$ cat src/sci_pkg.sv
// What this block does
// RULE1: host sets data before each serial clock rise; device shifts one bit per rise.
// RULE2: strobe idles high; while high, clock edges are ignored entirely.
// RULE3: after 16 rises, strobe rise loads the register, applies it, clears diagnostics.
// RULE4: 1 to 15 or more than 16 rises cancels write, keeps diagnostics, sets error flags.
// RULE5: while strobe low, output shifts msb first, one bit per clock fall.
// RULE6: the summary fault flag appears on the output as soon as strobe falls.
// RULE7: frames are 16 bits msb first; eight writable registers exist.
// RULE8: word bits 15..13 select config 0..5, fault mask or run register.
// RULE9: bit 12 commits; data bits 11..0 are written only when it is one.
// RULE10: commit set returns diagnostics; clear returns the addressed register.
// RULE11: first three output bits are always summary, power-on and transfer error flags.
// RULE12: timing register holds recirc select, blank time and dead time.
// RULE13: voltage register holds decay, pwm invert, current ref, qualifier, drain threshold.
// RULE14: pwm register holds position gain, overspeed ratio, degauss, chop period.
// RULE15: hold register holds position integral gain, hold duty, hold duration.
// RULE16: start register holds velocity gain, startup duty, start frequency.
// RULE17: speed register holds velocity integral gain, output select, max speed, advance.
// RULE18: a set mask bit fully suppresses that fault's state, flag and bit.
// RULE19: run register holds mode, stop on fault, demand, restart, brake, direction, run.
// RULE20: restart allowed only with restart, run set and brake clear; coast only with restart clear.
// RULE21: reset loads register defaults; diagnostics come up with two top flags set.
// RULE22: summary fault flag is high whenever any other diagnostic bit is set.
// RULE23: clearing diagnostics keeps bits of faults that are still present.
// RULE24: a frame with no clock edges ends without error and releases the output.
// RULE25: serial output is high impedance whenever strobe is high.
// RULE26: clock, strobe and data pins are synchronised before edge detection.
package sci_pkg;

   localparam int SCI_WORD_BITS = 16;
   localparam int SCI_DATA_BITS = 12;
   localparam int SCI_NUM_REGS = 8;

   // frame layout
   localparam int SCI_ADDR_LSB = 13;
   localparam int SCI_COMMIT_BIT = 12;
   localparam logic [4:0] SCI_COMMIT_EDGE = 5'h04;
   localparam logic [4:0] SCI_FULL_EDGES = 5'h10;
   localparam logic [4:0] SCI_OVER_EDGES = 5'h11;
   localparam logic [3:0] SCI_LAST_FALL = 4'hf;

   // register addresses
   localparam logic [2:0] SCI_ADDR_TIMING = 3'h0;
   localparam logic [2:0] SCI_ADDR_VOLTAGE = 3'h1;
   localparam logic [2:0] SCI_ADDR_PWM = 3'h2;
   localparam logic [2:0] SCI_ADDR_HOLD = 3'h3;
   localparam logic [2:0] SCI_ADDR_START = 3'h4;
   localparam logic [2:0] SCI_ADDR_SPEED = 3'h5;
   localparam logic [2:0] SCI_ADDR_MASK = 3'h6;
   localparam logic [2:0] SCI_ADDR_RUN = 3'h7;

   // reset values, index = address
   localparam logic [SCI_NUM_REGS-1:0][SCI_DATA_BITS-1:0] SCI_REG_RST = {
      12'h009,  // run_control
      12'h000,  // fault_mask
      12'h778,  // speed_config
      12'h773,  // start_config
      12'h752,  // hold_config
      12'h793,  // pwm_config
      12'h3df,  // voltage_config
      12'h214   // timing_config
   };

   // fault_status layout
   localparam int SCI_DIAG_ANY = 15;
   localparam int SCI_DIAG_POR = 14;
   localparam int SCI_DIAG_XFER = 13;
   localparam logic [14:0] SCI_DIAG_RST = 15'h4000;
   // maskable fault positions: thermal, overtemp, sync, supply, six phase faults
   localparam logic [11:0] SCI_FAULT_VALID = 12'hebf;

   typedef struct packed {
      // run_control
      logic [1:0] control_mode_select;
      logic stop_on_fault;
      logic [4:0] serial_demand;
      logic restart_enable;
      logic brake_enable;
      logic direction;
      logic run_enable;
      // fault_mask
      logic [11:0] fault_mask;
      // speed_config
      logic [3:0] velocity_integral_gain;
      logic speed_output_select;
      logic [2:0] max_speed;
      logic [3:0] phase_advance;
      // start_config
      logic [3:0] velocity_prop_gain;
      logic [3:0] startup_duty;
      logic [3:0] start_freq;
      // hold_config
      logic [3:0] pos_integral_gain;
      logic [3:0] hold_duty;
      logic [3:0] hold_duration;
      // pwm_config
      logic [3:0] pos_prop_gain;
      logic [1:0] overspeed_ratio;
      logic degauss_comp;
      logic [4:0] chop_period;
      // voltage_config
      logic fast_decay_at_start;
      logic pwm_input_invert;
      logic [3:0] current_limit_ref;
      logic drain_monitor_qualifier;
      logic [4:0] drain_threshold;
      // timing_config
      logic [1:0] recirc_select;
      logic [3:0] blank_time;
      logic [5:0] dead_time;
   } sci_cfg_s;

endpackage : sci_pkg

$ cat src/sci_serial_config.sv
`timescale 1ns/1ps
module sci_serial_config
   import sci_pkg::*;
#(
   parameter int FRAME_BITS = 16
) (
   input wire logic i_sys_clk,              // 50 MHz system clock
   input wire logic i_rst_n,                // power-on reset, active low
   input wire logic i_sck,                  // serial clock pin
   input wire logic i_select_strobe_n,      // select strobe pin, active low
   input wire logic i_sdi,                  // serial data in pin
   output logic o_sdo,                      // serial data out
   output logic o_sdo_oe,                   // serial out drive enable
   input wire logic [11:0] i_fault_present, // raw fault conditions, diag bit order
   output logic [11:0] o_fault_state,       // unmasked fault states
   output sci_cfg_s o_cfg,                  // register contents
   output logic o_cfg_update,               // pulse: a register was written
   output logic o_restart_allowed,          // restart after sync loss permitted
   output logic o_coast_on_sync_loss,       // coast on sync loss
   output logic [15:0] o_fault_status       // diagnostic register
);

   initial begin
      if (FRAME_BITS != SCI_WORD_BITS) begin
         $error("sci_serial_config serves 16-bit frames only");
      end
   end

   // ----------------------------------------------------------
   // pin synchronisers
   // ----------------------------------------------------------
   logic [2:0] pins_s;
   logic sck_s;
   logic strb_s;
   logic sdi_s;

   sci_sync #(
      .WIDTH(3),
      .STAGES(2),
      .RST_VAL(3'h2)
   ) u_sync (
      .i_sys_clk(i_sys_clk),
      .i_rst_n(i_rst_n),
      .i_async({i_sck, i_select_strobe_n, i_sdi}),
      .o_sync(pins_s)
   ); // [RULE26]

   assign sck_s = pins_s[2];
   assign strb_s = pins_s[1];
   assign sdi_s = pins_s[0];

   // ----------------------------------------------------------
   // register state
   // ----------------------------------------------------------
   logic [SCI_NUM_REGS-1:0][SCI_DATA_BITS-1:0] regs_q;
   logic [SCI_NUM_REGS-1:0][SCI_DATA_BITS-1:0] regs_next;
   logic [14:0] diag_reg;
   logic [14:0] diag_next;
   logic update_reg;
   logic update_next;
   logic any_fault;
   logic [11:0] fault_act;

   // ----------------------------------------------------------
   // serial state
   // ----------------------------------------------------------
   logic sck_d_reg;
   logic sck_d_next;
   logic strb_d_reg;
   logic strb_d_next;
   logic [4:0] rise_cnt_reg;
   logic [4:0] rise_cnt_next;
   logic [3:0] fall_cnt_reg;
   logic [3:0] fall_cnt_next;
   logic [15:0] shift_in_reg;
   logic [15:0] shift_in_next;
   logic [15:0] out_word_reg;
   logic [15:0] out_word_next;
   logic sdo_reg;
   logic sdo_next;
   logic oe_reg;
   logic oe_next;

   logic sck_rise;
   logic sck_fall;
   logic frame_start;
   logic frame_end;
   logic frame_good;
   logic frame_bad;
   logic [3:0] next_fall;
   logic [2:0] rd_addr;

   // strobe high masks both clock edges, so shared lines stay quiet
   assign sck_rise = sck_s & ~sck_d_reg & ~strb_s;  // [RULE2]
   assign sck_fall = ~sck_s & sck_d_reg & ~strb_s;  // [RULE2]
   assign frame_start = ~strb_s & strb_d_reg;
   assign frame_end = strb_s & ~strb_d_reg;
   assign frame_good = frame_end && (rise_cnt_reg == SCI_FULL_EDGES);   // [RULE3]
   // zero edges is a legal poll and not an error
   assign frame_bad = frame_end && (rise_cnt_reg != SCI_FULL_EDGES)
                      && (rise_cnt_reg != 5'h00);                     // [RULE4] [RULE24]
   assign next_fall = fall_cnt_reg + 4'h1;
   assign rd_addr = shift_in_reg[2:0];

   assign any_fault = |diag_reg;  // [RULE22]

   always_comb begin
      sck_d_next = sck_s;
      strb_d_next = strb_s;
      rise_cnt_next = rise_cnt_reg;
      fall_cnt_next = fall_cnt_reg;
      shift_in_next = shift_in_reg;
      out_word_next = out_word_reg;
      sdo_next = sdo_reg;
      oe_next = oe_reg;
      if (frame_start) begin
         rise_cnt_next = 5'h00;
         fall_cnt_next = 4'h0;
         // flags first; the payload is chosen once the commit bit is in
         out_word_next = {any_fault, diag_reg[SCI_DIAG_POR], diag_reg[SCI_DIAG_XFER],
                          13'h0000};                            // [RULE11]
         sdo_next = any_fault;                                 // [RULE6]
         oe_next = 1'b1;
      end else if (strb_s) begin
         oe_next = 1'b0;                                       // [RULE25]
         sdo_next = 1'b0;
      end else begin
         if (sck_rise) begin
            shift_in_next = {shift_in_reg[14:0], sdi_s};       // [RULE1] [RULE7]
            if (rise_cnt_reg != SCI_OVER_EDGES) begin
               rise_cnt_next = rise_cnt_reg + 5'h01;
            end
            if (rise_cnt_reg == SCI_COMMIT_EDGE - 5'h01) begin
               if (sdi_s) begin
                  out_word_next[11:0] = diag_reg[11:0];        // [RULE10]
               end else begin
                  out_word_next[11:0] = regs_q[rd_addr];       // [RULE10] [RULE8]
               end
            end
         end
         if (sck_fall) begin
            if (fall_cnt_reg != SCI_LAST_FALL) begin
               fall_cnt_next = next_fall;
               sdo_next = out_word_reg[4'hf - next_fall];      // [RULE5]
            end else begin
               sdo_next = 1'b0;
            end
         end
      end
   end

   always_ff @(posedge i_sys_clk or negedge i_rst_n) begin
      if (!i_rst_n) begin
         sck_d_reg <= 1'b0;
         strb_d_reg <= 1'b1;
         rise_cnt_reg <= 5'h00;
         fall_cnt_reg <= 4'h0;
         shift_in_reg <= 16'h0000;
         out_word_reg <= 16'h0000;
         sdo_reg <= 1'b0;
         oe_reg <= 1'b0;
      end else begin
         sck_d_reg <= sck_d_next;
         strb_d_reg <= strb_d_next;
         rise_cnt_reg <= rise_cnt_next;
         fall_cnt_reg <= fall_cnt_next;
         shift_in_reg <= shift_in_next;
         out_word_reg <= out_word_next;
         sdo_reg <= sdo_next;
         oe_reg <= oe_next;
      end
   end

   // ----------------------------------------------------------
   // registers and diagnostics
   // ----------------------------------------------------------
   // masked faults never reach any flag or state output
   assign fault_act = i_fault_present & ~regs_q[SCI_ADDR_MASK] & SCI_FAULT_VALID; // [RULE18]

   always_comb begin
      regs_next = regs_q;
      diag_next = diag_reg;
      update_next = 1'b0;
      if (frame_good) begin
         diag_next = 15'h0000;                                   // [RULE3]
         if (shift_in_reg[SCI_COMMIT_BIT]) begin
            regs_next[shift_in_reg[15:SCI_ADDR_LSB]] = shift_in_reg[11:0]; // [RULE8] [RULE9]
            update_next = 1'b1;
         end
      end
      if (frame_bad) begin
         diag_next[SCI_DIAG_XFER] = 1'b1;                        // [RULE4]
      end
      // set after clear: a fault still present survives the clear
      diag_next[11:0] = diag_next[11:0] | fault_act;             // [RULE23]
   end

   always_ff @(posedge i_sys_clk or negedge i_rst_n) begin
      if (!i_rst_n) begin
         regs_q <= SCI_REG_RST;                                  // [RULE21]
         diag_reg <= SCI_DIAG_RST;                               // [RULE21]
         update_reg <= 1'b0;
      end else begin
         regs_q <= regs_next;
         diag_reg <= diag_next;
         update_reg <= update_next;
      end
   end

   // ----------------------------------------------------------
   // outputs
   // ----------------------------------------------------------
   assign o_sdo = sdo_reg;
   assign o_sdo_oe = oe_reg;
   assign o_fault_state = fault_act;
   // field placement follows the struct order
   assign o_cfg = sci_cfg_s'(regs_q);                  // [RULE12] [RULE13] [RULE14] [RULE15]
   assign o_cfg_update = update_reg;                   // [RULE16] [RULE17] [RULE19]
   assign o_restart_allowed = o_cfg.restart_enable & o_cfg.run_enable
                              & ~o_cfg.brake_enable;   // [RULE20]
   assign o_coast_on_sync_loss = ~o_cfg.restart_enable; // [RULE20]
   assign o_fault_status = {any_fault, diag_reg};

   // ----------------------------------------------------------
   // checks
   // ----------------------------------------------------------
   a_output_release: assert property ( // [RULE25]
      @(posedge i_sys_clk) disable iff (!i_rst_n)
      strb_s |=> !o_sdo_oe)
      else $error("serial output driven while strobe high");

   a_first_bit_flag: assert property ( // [RULE6]
      @(posedge i_sys_clk) disable iff (!i_rst_n)
      frame_start |=> (o_sdo_oe && o_sdo == $past(any_fault)))
      else $error("first output bit is not the summary flag");

   a_bad_frame_flags: assert property ( // [RULE4]
      @(posedge i_sys_clk) disable iff (!i_rst_n)
      frame_bad |=> (o_fault_status[SCI_DIAG_XFER] && o_fault_status[SCI_DIAG_ANY]))
      else $error("bad frame did not set error flags");

   a_bad_frame_nowrite: assert property ( // [RULE4]
      @(posedge i_sys_clk) disable iff (!i_rst_n)
      frame_bad |=> (regs_q == $past(regs_q) && !o_cfg_update))
      else $error("bad frame changed a register");

   a_good_frame_clear: assert property ( // [RULE3]
      @(posedge i_sys_clk) disable iff (!i_rst_n)
      frame_good |=> (!o_fault_status[SCI_DIAG_POR] && !o_fault_status[SCI_DIAG_XFER]))
      else $error("good frame did not clear diagnostics");

   a_commit_write: assert property ( // [RULE9]
      @(posedge i_sys_clk) disable iff (!i_rst_n)
      (frame_good && shift_in_reg[SCI_COMMIT_BIT])
      |=> (regs_q[$past(shift_in_reg[15:13])] == $past(shift_in_reg[11:0]) && o_cfg_update))
      else $error("committed word not written");

   a_no_commit_hold: assert property ( // [RULE9]
      @(posedge i_sys_clk) disable iff (!i_rst_n)
      (frame_good && !shift_in_reg[SCI_COMMIT_BIT]) |=> $stable(regs_q))
      else $error("uncommitted word changed a register");

   a_mask_blocks: assert property ( // [RULE18]
      @(posedge i_sys_clk) disable iff (!i_rst_n)
      ##1 ((diag_reg[11:0] & ~$past(diag_reg[11:0]) & $past(regs_q[SCI_ADDR_MASK])) == 12'h000))
      else $error("masked fault set a diagnostic bit");

   a_idle_no_count: assert property ( // [RULE2] [RULE24]
      @(posedge i_sys_clk) disable iff (!i_rst_n)
      (frame_end && rise_cnt_reg == 5'h00)
      |=> (o_fault_status[SCI_DIAG_XFER] == $past(diag_reg[SCI_DIAG_XFER])) ##1 !o_sdo_oe)
      else $error("edgeless frame flagged an error or kept driving");

   a_present_kept: assert property ( // [RULE23]
      @(posedge i_sys_clk) disable iff (!i_rst_n)
      (frame_good && fault_act != 12'h000) |=> ((diag_reg[11:0] & $past(fault_act)) ==
                                                 $past(fault_act)))
      else $error("present fault lost on clear");

   a_shift_sample: assert property ( // [RULE1]
      @(posedge i_sys_clk) disable iff (!i_rst_n)
      sck_rise |=> (shift_in_reg[0] == $past(sdi_s)))
      else $error("serial input bit not taken on clock rise");

   a_idle_shift_hold: assert property ( // [RULE2]
      @(posedge i_sys_clk) disable iff (!i_rst_n)
      strb_s |=> (rise_cnt_reg == $past(rise_cnt_reg) && shift_in_reg == $past(shift_in_reg)))
      else $error("clock edge counted while strobe high");

   a_frame_restart: assert property ( // [RULE3]
      @(posedge i_sys_clk) disable iff (!i_rst_n)
      frame_start |=> (rise_cnt_reg == 5'h00 && fall_cnt_reg == 4'h0))
      else $error("edge counters not cleared at frame start");

   a_rise_cap: assert property ( // [RULE4]
      @(posedge i_sys_clk) disable iff (!i_rst_n)
      rise_cnt_reg <= SCI_OVER_EDGES)
      else $error("rise counter ran past its cap");

   a_error_sticky: assert property ( // [RULE4]
      @(posedge i_sys_clk) disable iff (!i_rst_n)
      (diag_reg[SCI_DIAG_XFER] && !frame_good) |=> diag_reg[SCI_DIAG_XFER])
      else $error("transfer error lost without a good frame");

   a_drive_in_frame: assert property ( // [RULE5]
      @(posedge i_sys_clk) disable iff (!i_rst_n)
      (!strb_s && !strb_d_reg) |-> o_sdo_oe)
      else $error("serial output not driven inside a frame");

   a_header_flags: assert property ( // [RULE11]
      @(posedge i_sys_clk) disable iff (!i_rst_n)
      frame_start |=> (out_word_reg[15:13] == {$past(any_fault),
                       $past(diag_reg[SCI_DIAG_POR]), $past(diag_reg[SCI_DIAG_XFER])}))
      else $error("output header is not the three flags");

   a_diag_payload: assert property ( // [RULE10]
      @(posedge i_sys_clk) disable iff (!i_rst_n)
      (sck_rise && rise_cnt_reg == 5'h03 && sdi_s)
      |=> (out_word_reg[11:0] == $past(diag_reg[11:0])))
      else $error("commit frame does not return diagnostics");

   a_reg_payload: assert property ( // [RULE10] [RULE8]
      @(posedge i_sys_clk) disable iff (!i_rst_n)
      (sck_rise && rise_cnt_reg == 5'h03 && !sdi_s)
      |=> (out_word_reg[11:0] == $past(regs_q[shift_in_reg[2:0]])))
      else $error("read frame does not return addressed register");

   a_quiet_low: assert property ( // [RULE25]
      @(posedge i_sys_clk) disable iff (!i_rst_n)
      !o_sdo_oe |-> !o_sdo)
      else $error("serial output data high while released");

   a_regs_hold: assert property ( // [RULE9]
      @(posedge i_sys_clk) disable iff (!i_rst_n)
      !frame_good |=> $stable(regs_q))
      else $error("register changed outside a good frame");

   // only reset may raise the power-on flag
   a_por_no_set: assert property ( // [RULE21]
      @(posedge i_sys_clk) disable iff (!i_rst_n)
      !diag_reg[SCI_DIAG_POR] |=> !diag_reg[SCI_DIAG_POR])
      else $error("power-on flag set without reset");

endmodule : sci_serial_config

$ cat src/sci_sync.sv
`timescale 1ns/1ps
module sci_sync #(
   parameter int WIDTH = 3,
   parameter int STAGES = 2,
   parameter logic [WIDTH-1:0] RST_VAL = '0
) (
   input wire logic i_sys_clk,          // system clock
   input wire logic i_rst_n,            // async reset, active low
   input wire logic [WIDTH-1:0] i_async, // pin levels
   output logic [WIDTH-1:0] o_sync      // synchronised levels
);

   initial begin
      if (STAGES < 2) begin
         $error("sci_sync needs at least two stages");
      end
   end

   logic [STAGES-1:0][WIDTH-1:0] stage_reg;

   // first stage feeds only the second stage
   always_ff @(posedge i_sys_clk or negedge i_rst_n) begin
      if (!i_rst_n) begin
         stage_reg <= {STAGES{RST_VAL}};
      end else begin
         stage_reg <= {stage_reg[STAGES-2:0], i_async};
      end
   end

   assign o_sync = stage_reg[STAGES-1];

endmodule : sci_sync
$ cat config.mk
export PLATFORM = sky130hd
export DESIGN_NAME = sci_serial_config
export DESIGN_NICKNAME = d
export VERILOG_FILES = /design/src/sci_pkg.sv /design/src/sci_serial_config.sv /design/src/sci_sync.sv
export SDC_FILE = /design/constraint.sdc
export NUM_CORES = 1
export LEC_CHECK = 0
export ABC_AREA = 1
export ABC_CLOCK_PERIOD_IN_PS = 4100
export BUFFER_PORTS_ARGS = -buffer_cell sky130_fd_sc_hd__buf_2
export CORE_ASPECT_RATIO = 1.1
export CORE_MARGIN = 5
export CORE_UTILIZATION = 30
export DETAILED_ROUTE_END_ITERATION = 6
export GPL_TIMING_DRIVEN = 1
export PLACE_DENSITY = 0.6
export SLEW_MARGIN = 20
export SYNTH_ARGS = -nofsm -noshare
export SYNTH_HDL_FRONTEND = slang
export SYNTH_SLANG_ARGS = --single-unit
$ cat constraint.sdc
create_clock -name i_sys_clk -period 4.1 [get_ports i_sys_clk]
set_input_delay 0.82 -clock i_sys_clk [delete_from_list [all_inputs] [get_ports i_sys_clk]]
set_output_delay 0.82 -clock i_sys_clk [all_outputs]
set_load 0.005 [all_outputs]
==> key figures, run 1 <==
Synth
  – Synthesis-stage register bit count: 159
  – Area contributors post-synth: dfrtp_1 (38%), dfstp_2 (16%), nand2_1 (8.7%)
  – YS warnings: 0
  – Cells after synthesis: 829
  – Yosys cell types: 32
  – Top-area cell type share of the netlist area: 38.1%
  – Post-Syn Area: 7420 um^2
  – Top_reg_cell synth: dfrtp_1
  – Top post-synthesis cells by count: nand2_1 (171), dfrtp_1 (113), inv_1 (79)
  – Synth async-reset ratio: 100%
  – Post-synth EDFFs: 0
  – Register area share after synthesis: 54.4%
  – Top-count cell post-synth: nand2_1
  – Yosys top cell by area: dfrtp_1
  – Synthesized area per cell: 8.95 um^2

Power
  – Clock power frac: 43.6%
  – Combinational power share: 12.1%
  – Leakage power: 4.24 nW
  – VDD IR-drop max: 243 uV
  – Pwr/cell area: 424 nW/um^2
  – Sw frac: 27.1%
  – Internal power: 2.73 mW
  – Psw: 1.02 mW
  – Sequential power share: 44.3%

Setup path
  – Reg2Reg Launch Point: shift_in_reg[0]$_DFFE_PN0P_
  – Reg-to-reg endpoint: out_word_reg[8]$_DFFE_PN0P_
  – CP endpoint: out_word_reg[8]$_DFFE_PN0P_
  – CP max FO: 28
  – Required @ worst endpoint: 4.39 ns
  – CP Class: reg -> reg
  – Crit. End Element: flip-flop
  – Cells on worst reg2reg path: 6
  – Worst Path Arrival: 2.59 ns
  – Element type at the critical path start: flip-flop
  – Worst Setup SP: shift_in_reg[0]$_DFFE_PN0P_
  – Flop2flop setup slack: 1.80 ns

Final layout
  – Final design utilization: 36.3%
  – Max FFs per register: 96
  – Multi-input logic area: 2760 um^2
  – Antenna Cells: 0
  – FF/Latch Area: 4040 um^2
  – Fillers: 2488
  – Non-Filler Instances: 1271
  – Layout area overhead: 19.3%
  – Nets@finish: 969
  – Share of cells above drive strength 1: 27.7%

Routing
  – Initial detailed-routing violation count: 406
  – DR pass1 iterations: 7
  – Remaining routing DRC violations: 0
  – Vias per cell: 4.81
  – Post-Route WL: 21600 um
  – Detail Route Antenna Nets: 0
  – Detail-routed net length per standard cell: 17.0 um
  – Total vias in the final route: 6115

Placed design
  – Detail Placement HPWL: 15500 um
  – PortBufs: 138
  – Placed insts: 1239
  – Final Wtd Congestion: 0.849

Clocking
  – Clock-pin slew on the worst setup and hold paths: 0.06 ns
  – Hold buffer count at cts: 0
  – CTS tree: built
  – Post-CTS sizing: 0
  – Total CTS buffers: 17
  – Clock latency on the worst-skew pair: 0.42 ns
  – Clk root buf: clkbuf_16
  – Sink Count: 159
  – Htree depth: 4
  – Clk buf depth: 2
  – Post-CTS Setup Bufs: 0

STA
  – Fmax: 0.436 GHz
  – Worst slew margin: 40.6%
  – Final period util: 56.0%
  – Slew @ Worst Pin: 0.889 ns
  – Final setup viols: 0
  – Slew Viols, Final: 0
  – Fin crit period: 2.30 ns
  – Setup TNS: 0 ns
  – Clock Skew: 0.0105 ns
  – Final Hold Violating Endpoints: 0
  – RSZ-0062 raised after global routing: no

Min path
  – Min-Delay Path Depth: 0
  – Type of the worst min-delay path: reg -> reg

Global route
  – Initial antenna violation count: 0
  – GRT overflow: 0
  – First-pass GRT wire length: 34700 um
  – Gr usage total: 15.8%
  – Largest net degree at the start of global routing: 86
  – Vias in the first global route: 5982

Run status
  – Status: finished, final reports clean

Die
  – Initial Utilization: 30.4%
  – Die ar.: 28000 um^2
  – Cell Rows: 60
  – Die width: 160 um
  – Die outline height: 175 um
  – Core area: 24400 um^2
  – I/O pin count: 146

Job
  – Max_cap viols: 0
[worst max-delay path, stage by stage (launching register included)]
cell and delay, ns:
dfrtp_1 0.35, clkinv_1 0.62, buf_4 0.50, o21ai_0 0.20
o221ai_1 0.22, nand3_1 0.16, o21ai_0 0.09
[worst min path at each step]
stage	startpoint	end	slack [ns]
4_1_cts	u_sync.stage_reg[0]$_DFF_PN0_	u_sync.o_sync[0]$_DFF_PN0_	0.35
6_report	u_sync.stage_reg[0]$_DFF_PN0_	u_sync.o_sync[0]$_DFF_PN0_	0.35
5_1_grt	u_sync.stage_reg[0]$_DFF_PN0_	u_sync.o_sync[0]$_DFF_PN0_	0.36
3_3_place_gp	u_sync.stage_reg[0]$_DFF_PN0_	u_sync.o_sync[0]$_DFF_PN0_	0.34
2_1_floorplan	u_sync.stage_reg[0]$_DFF_PN0_	u_sync.o_sync[0]$_DFF_PN0_	0.33
3_5_place_dp	u_sync.stage_reg[0]$_DFF_PN0_	u_sync.o_sync[0]$_DFF_PN0_	0.34
[metrics by stage]
| stage | hold WS (ns) | total power [mW] | worst slack [ns] | cell area (um^2) |
|---|---|---|---|---|
| after floorplan | 0.331 | 1.97 | 2.33 | 7430 |
| after global placement | 0.339 | 2.14 | 1.83 | 8240 |
| after detailed placement | 0.342 | 2.14 | 1.81 | 8240 |
| after CTS | 0.352 | 3.79 | 1.79 | 8850 |
| after global routing | 0.356 | 3.91 | 1.59 | 8850 |
| final | 0.352 | 3.75 | 1.80 | 8850 |
[power by group through the flow]
| stage | Sequential, mW | Clock [mW] | Combinational [mW] |
|---|---|---|---|
| 2_1_floorplan | 1.65 | 0 | 0.321 |
| 3_3_place_gp | 1.69 | 0 | 0.455 |
| 3_5_place_dp | 1.69 | 0 | 0.457 |
| 4_1_cts | 1.66 | 1.67 | 0.459 |
| 5_1_grt | 1.67 | 1.73 | 0.516 |
| 6_report | 1.66 | 1.64 | 0.454 |
[layer usage]
layer	vias up	part of all wire, %	track usage (%)
met1	2962	45	21.1
met3	22	5.7	3.99
li1	2975	-	-
met5	-	0	0
met2	156	47	25.2
met4	0	1.7	5.02
[kinds of logic (layout without fill, tap and decap cells)]
family | after synthesis | after routing | synth area share [%]
xor+xnor | 4 | 4 | 0.472
fa+ha+maj | 4 | 4 | 0.675
flops | 159 | 159 | 54.4
other cells | 1 | 5 | 0.0505
buf+inv | 131 | 259 | 8.63
simple gates | 302 | 302 | 17.6
compound gates | 228 | 228 | 18.2
[cell type report]
type                    instances  share of cell area [%]
clock buffers                  25                    5.85
clock inverters                 7                    1.09
inverters                      82                    3.48
multi-input cells             543                    31.1
flip-flops and latches        159                    45.6
well taps                     310                    4.38
repair buffers                145                    8.47
[cells in the final DEF, fill, tap and decap left out, types with 2 or more instances in the layout]
| cell | count |
|---|---|
| ha_1 | 4 |
| nor2_2 | 2 |
| nand4_1 | 2 |
| dfstp_2 | 46 |
| nor2_8 | 2 |
| buf_4 | 7 |
| clkbuf_16 | 19 |
| o21ai_1 | 64 |
| clkbuf_1 | 4 |
| o221ai_1 | 9 |
| buf_2 | 137 |
| nand2_4 | 9 |
| nor2_1 | 72 |
| nand3_1 | 41 |
| inv_1 | 79 |
| nor3_1 | 2 |
| o211ai_1 | 8 |
| bufinv_16 | 2 |
| o21ai_0 | 75 |
| o21ai_2 | 32 |
| clkinv_1 | 2 |
| dfrtp_1 | 113 |
| o22ai_1 | 25 |
| a21oi_1 | 14 |
| xor2_1 | 3 |
| clkbuf_8 | 2 |
| conb_1 | 5 |
| nand2_1 | 171 |
Note: power is estimated with default switching activity, not from simulation.
==> run 2, diff against run 1 <==
Settings changed: ABC_AREA 1 to 0, ABC_CLOCK_PERIOD_IN_PS 4100 to 2150.
Clock period 4.1 ns to 2.15 ns, I/O delays scaled along.
==> run 2 against run 1 <==
  * Worst hold slack lost 0.24 ns
  * Non-clock buffer count grew 35
  * First-iteration DRC count shrank 43%
  * Sequential share of layout area shrank 1.6 points
  * Critical path depth grew 1
  * Largest cell class unchanged
  * Largest power group unchanged
==> key figures, run 2 <==
Clocking
  – Clk buf depth: 2 (unchanged)
  – CTS tree: built
  – Clock latency on the worst-skew pair: 0.42 ns (about the same)
  – Sink Count: 159 (unchanged)
  – Clock-pin slew on the worst setup and hold paths: 0.07 ns (about the same)
  – Htree depth: 4 (unchanged)
  – Clk root buf: clkbuf_16
  – Total CTS buffers: 17 (unchanged)

Final layout
  – Layout area overhead: 26.7%
  – Fillers: 2282 (-8.3%)
  – Nets@finish: 705 (-27%)
  – Share of cells above drive strength 1: 58.0% (+30 points)
  – Max FFs per register: 96 (unchanged)
  – Commonest non-fill, non-tap cell in the layout: buf_2
  – Final design utilization: 38.7% (+2.4 points)
  – Antenna Cells: 0 (unchanged)
  – Commonest cells after routing, fill and taps aside: buf_2 (137), dfrtp_1 (112), mux2_2 (102)

Placed design
  – Final Wtd Congestion: 0.750 (-12%)
  – PortBufs: 138 (unchanged)
  – Detail Placement HPWL: 14700 um (-5.5%)
  – Dpl ws: -0.136 ns (-1.94 ns)

STA
  – Final setup viols: 0 (unchanged)
  – Clock Skew: 0.0149 ns (+0.00440 ns)
  – Final period util: 96.6% (+41 points)
  – Worst slew margin: 44.5% (+4.0 points)
  – RSZ-0062 raised after global routing: no
  – Final Hold Violating Endpoints: 0 (unchanged)
  – Slew Viols, Final: 0 (unchanged)
  – Fmax: 0.481 GHz (+11%)
  – Post-route setup slack: 0.0730 ns (-1.73 ns)
  – Fin crit period: 2.08 ns (-0.218 ns)
  – Slew @ Worst Pin: 0.832 ns (-0.0574 ns)
  – Hold_ws: 0.108 ns (-0.244 ns)

Setup path
  – Element type at the critical path start: flip-flop
  – Reg2Reg Launch Point: u_sync.o_sync[1]$_DFF_PN1_
  – Worst Path Arrival: 2.38 ns (-0.21 ns)
  – Critical Path Slowest Stage Cell: dfstp_2
  – Required @ worst endpoint: 2.45 ns (-1.94 ns)
  – WP buf/inv: 3 (+1)
  – CP Class: reg -> reg
  – Max incr delay on CP: 0.54 ns (-0.08 ns)
  – CP max FO: 12 (-57%)
  – Flop2flop setup slack: 0.07 ns (-1.73 ns)
  – CP Cell Sequence: nor2b_4, nand4_1, buf_4, buf_4, or3_1, buf_12, mux2_2
  – Most common cell on crit path: buf_4
  – Worst Setup SP: u_sync.o_sync[1]$_DFF_PN1_
  – Crit. End Element: flip-flop
  – Delay-heaviest family, CP: simple AND/OR/NAND/NOR gates
  – Cells on worst reg2reg path: 7 (+1)
  – Reg-to-reg endpoint: o_cfg[88]$_DFFE_PN0P_

Power
  – Pwr/cell area: 767 nW/um^2 (+81%)
  – Pwr Total: 7.03 mW (+87%)
  – Leakage power: 4.34 nW (+2.4%)
  – VDD IR-drop max: 488 uV (+100%)

Global route
  – Initial antenna violation count: 0 (unchanged)
  – Vias in the first global route: 5231 (-13%)
  – Gr usage total: 15.2% (-0.54 points)
  – Largest net degree at the start of global routing: 49 (-43%)
  – First-pass GRT wire length: 31800 um (-8.4%)
  – GRT overflow: 0 (unchanged)

Synth
  – Top_reg_cell synth: dfrtp_1
  – Post-Syn Area: 7240 um^2 (-2.5%)
  – Yosys top cell by area: dfrtp_1
  – Synthesis-stage register bit count: 159 (unchanged)
  – Area contributors post-synth: dfrtp_1 (39%), dfstp_2 (17%), mux2_2 (16%)
  – Post-synth EDFFs: 0 (unchanged)
  – Top post-synthesis cells by count: dfrtp_1 (113), mux2_2 (102), dfstp_2 (46)
  – YS warnings: 0 (unchanged)
  – Register area share after synthesis: 55.8% (+1.4 points)
  – Top-count cell post-synth: dfrtp_1
  – Synthesized area per cell: 13.8 um^2 (+54%)
  – Cells after synthesis: 525 (-37%)
  – Top-area cell type share of the netlist area: 39.1% (+0.97 points)
  – Synth async-reset ratio: 100% (unchanged)
  – Yosys cell types: 47 (+47%)

Min path
  – Hold Path Sink: u_sync.stage_reg[0]$_DFF_PN0_
  – Type of the worst min-delay path: in -> reg
  – Min-Delay Path Depth: 1 (+1)
  – Worst Hold Launch: i_sdi

Routing
  – Detail Route Antenna Nets: 0 (unchanged)
  – Initial detailed-routing violation count: 230 (-43%)
  – Post-Route WL: 20400 um (-5.7%)
  – Detail-routed net length per standard cell: 20.3 um (+20%)
  – Total vias in the final route: 4807 (-21%)
  – DR pass1 iterations: 4 (-3)
  – Vias per cell: 4.80 (-0.29%)
  – Remaining routing DRC violations: 0 (unchanged)

Die
  – Die ar.: 27300 um^2 (-2.3%)
  – Cell Rows: 59 (-1.7%)
  – Initial Utilization: 30.5% (+0.12 points)
  – Die width: 158 um (-1.2%)
  – Die outline height: 173 um (-1.2%)
  – Core area: 23700 um^2 (-2.9%)
  – I/O pin count: 146 (unchanged)

Job
  – Max_cap viols: 0 (unchanged)

Run status
  – Status: finished, final reports clean
==> run 2: cell count changes in the layout (fill, tap and decap cells not counted), moves of 52 or more <==
cell	before	now
mux2_2	0	102
nor2_1	72	20
o21ai_1	64	0
o21ai_0	75	16
inv_1	79	5
nand2_1	171	31
==> run 2: cell families (layout without fill, tap and decap cells) <==
| group | count (synthesis) | in the layout | share of synthesized area (%) |
|---|---|---|---|
| AO/OA/AOI/OAI | 58 | 58 | 4.82 |
| AND/OR/NAND/NOR | 99 | 99 | 7.09 |
| multiplexers | 149 | 149 | 27.6 |
| buffers and inverters | 49 | 217 | 3.25 |
| XOR/XNOR | 6 | 6 | 0.726 |
| adder cells (fa/ha/maj) | 4 | 4 | 0.692 |
| flip-flops | 159 | 159 | 55.8 |
| other | 1 | 5 | 0.0518 |
==> run 2: worst max path at each step <==
stage	end	slack, ns	cells after the start
final	o_cfg[88]$_DFFE_PN0P_	0.07	7
after global routing	o_cfg[55]$_DFFE_PN0P_	0.02	7
after CTS	o_cfg[10]$_DFFE_PN0P_	0.03	7
after detailed placement	o_cfg[22]$_DFFE_PN0P_	-0.14	6
after global placement	o_cfg[22]$_DFFE_PN0P_	-0.16	6
after floorplan	o_cfg[73]$_DFFE_PN0P_	0.08	6
==> run 2: layer usage <==
| layer | track usage, % | vias up | share of wire [%] |
|---|---|---|---|
| li1 | - | 2196 | - |
| met1 | 20.5 | 2486 | 45 |
| met2 | 25.3 | 112 | 50 |
| met3 | 3.60 | 13 | 4.6 |
| met4 | 2.84 | 0 | 0.64 |
| met5 | 0 | - | 0 |
==> run 2: metrics by stage <==
step	cell area [um^2]	instances	setup TNS, ns
6_report	9170	1002	0
5_1_grt	9170	1002	0
4_1_cts	9140	1002	0
3_5_place_dp	8530	968	-1.71
3_3_place_gp	8530	968	-1.41
2_1_floorplan	7250	529	0
==> run 2: repair_timing <==
item	CTS	global route
setup buffers	1	0
hold buffers	1	0
endpoints found under the setup margin	65	43
endpoints found under the hold margin	37	0
resized for setup	2	6
pin swaps	1	2
==> run 2: layout make-up <==
class                   instances  area [um^2]  share of cell area (%)
repair buffers                180         1120                    12.2
multi-input cells             321         3030                    33.0
flip-flops and latches        159         4040                    44.0
clock buffers                  18          429                    4.68
well taps                     305          382                    4.16
inverters                       5         18.8                   0.205
clock inverters                14          158                    1.72
==> run 2: report_power, final <==
part,leakage (nW),total [mW],internal (mW),switching [mW]
clock,0.289,3.02,1.74,1.28
combinational,2.09,0.836,0.368,0.468
sequential,1.96,3.18,3.07,0.110
total,4.34,7.03,5.17,1.86
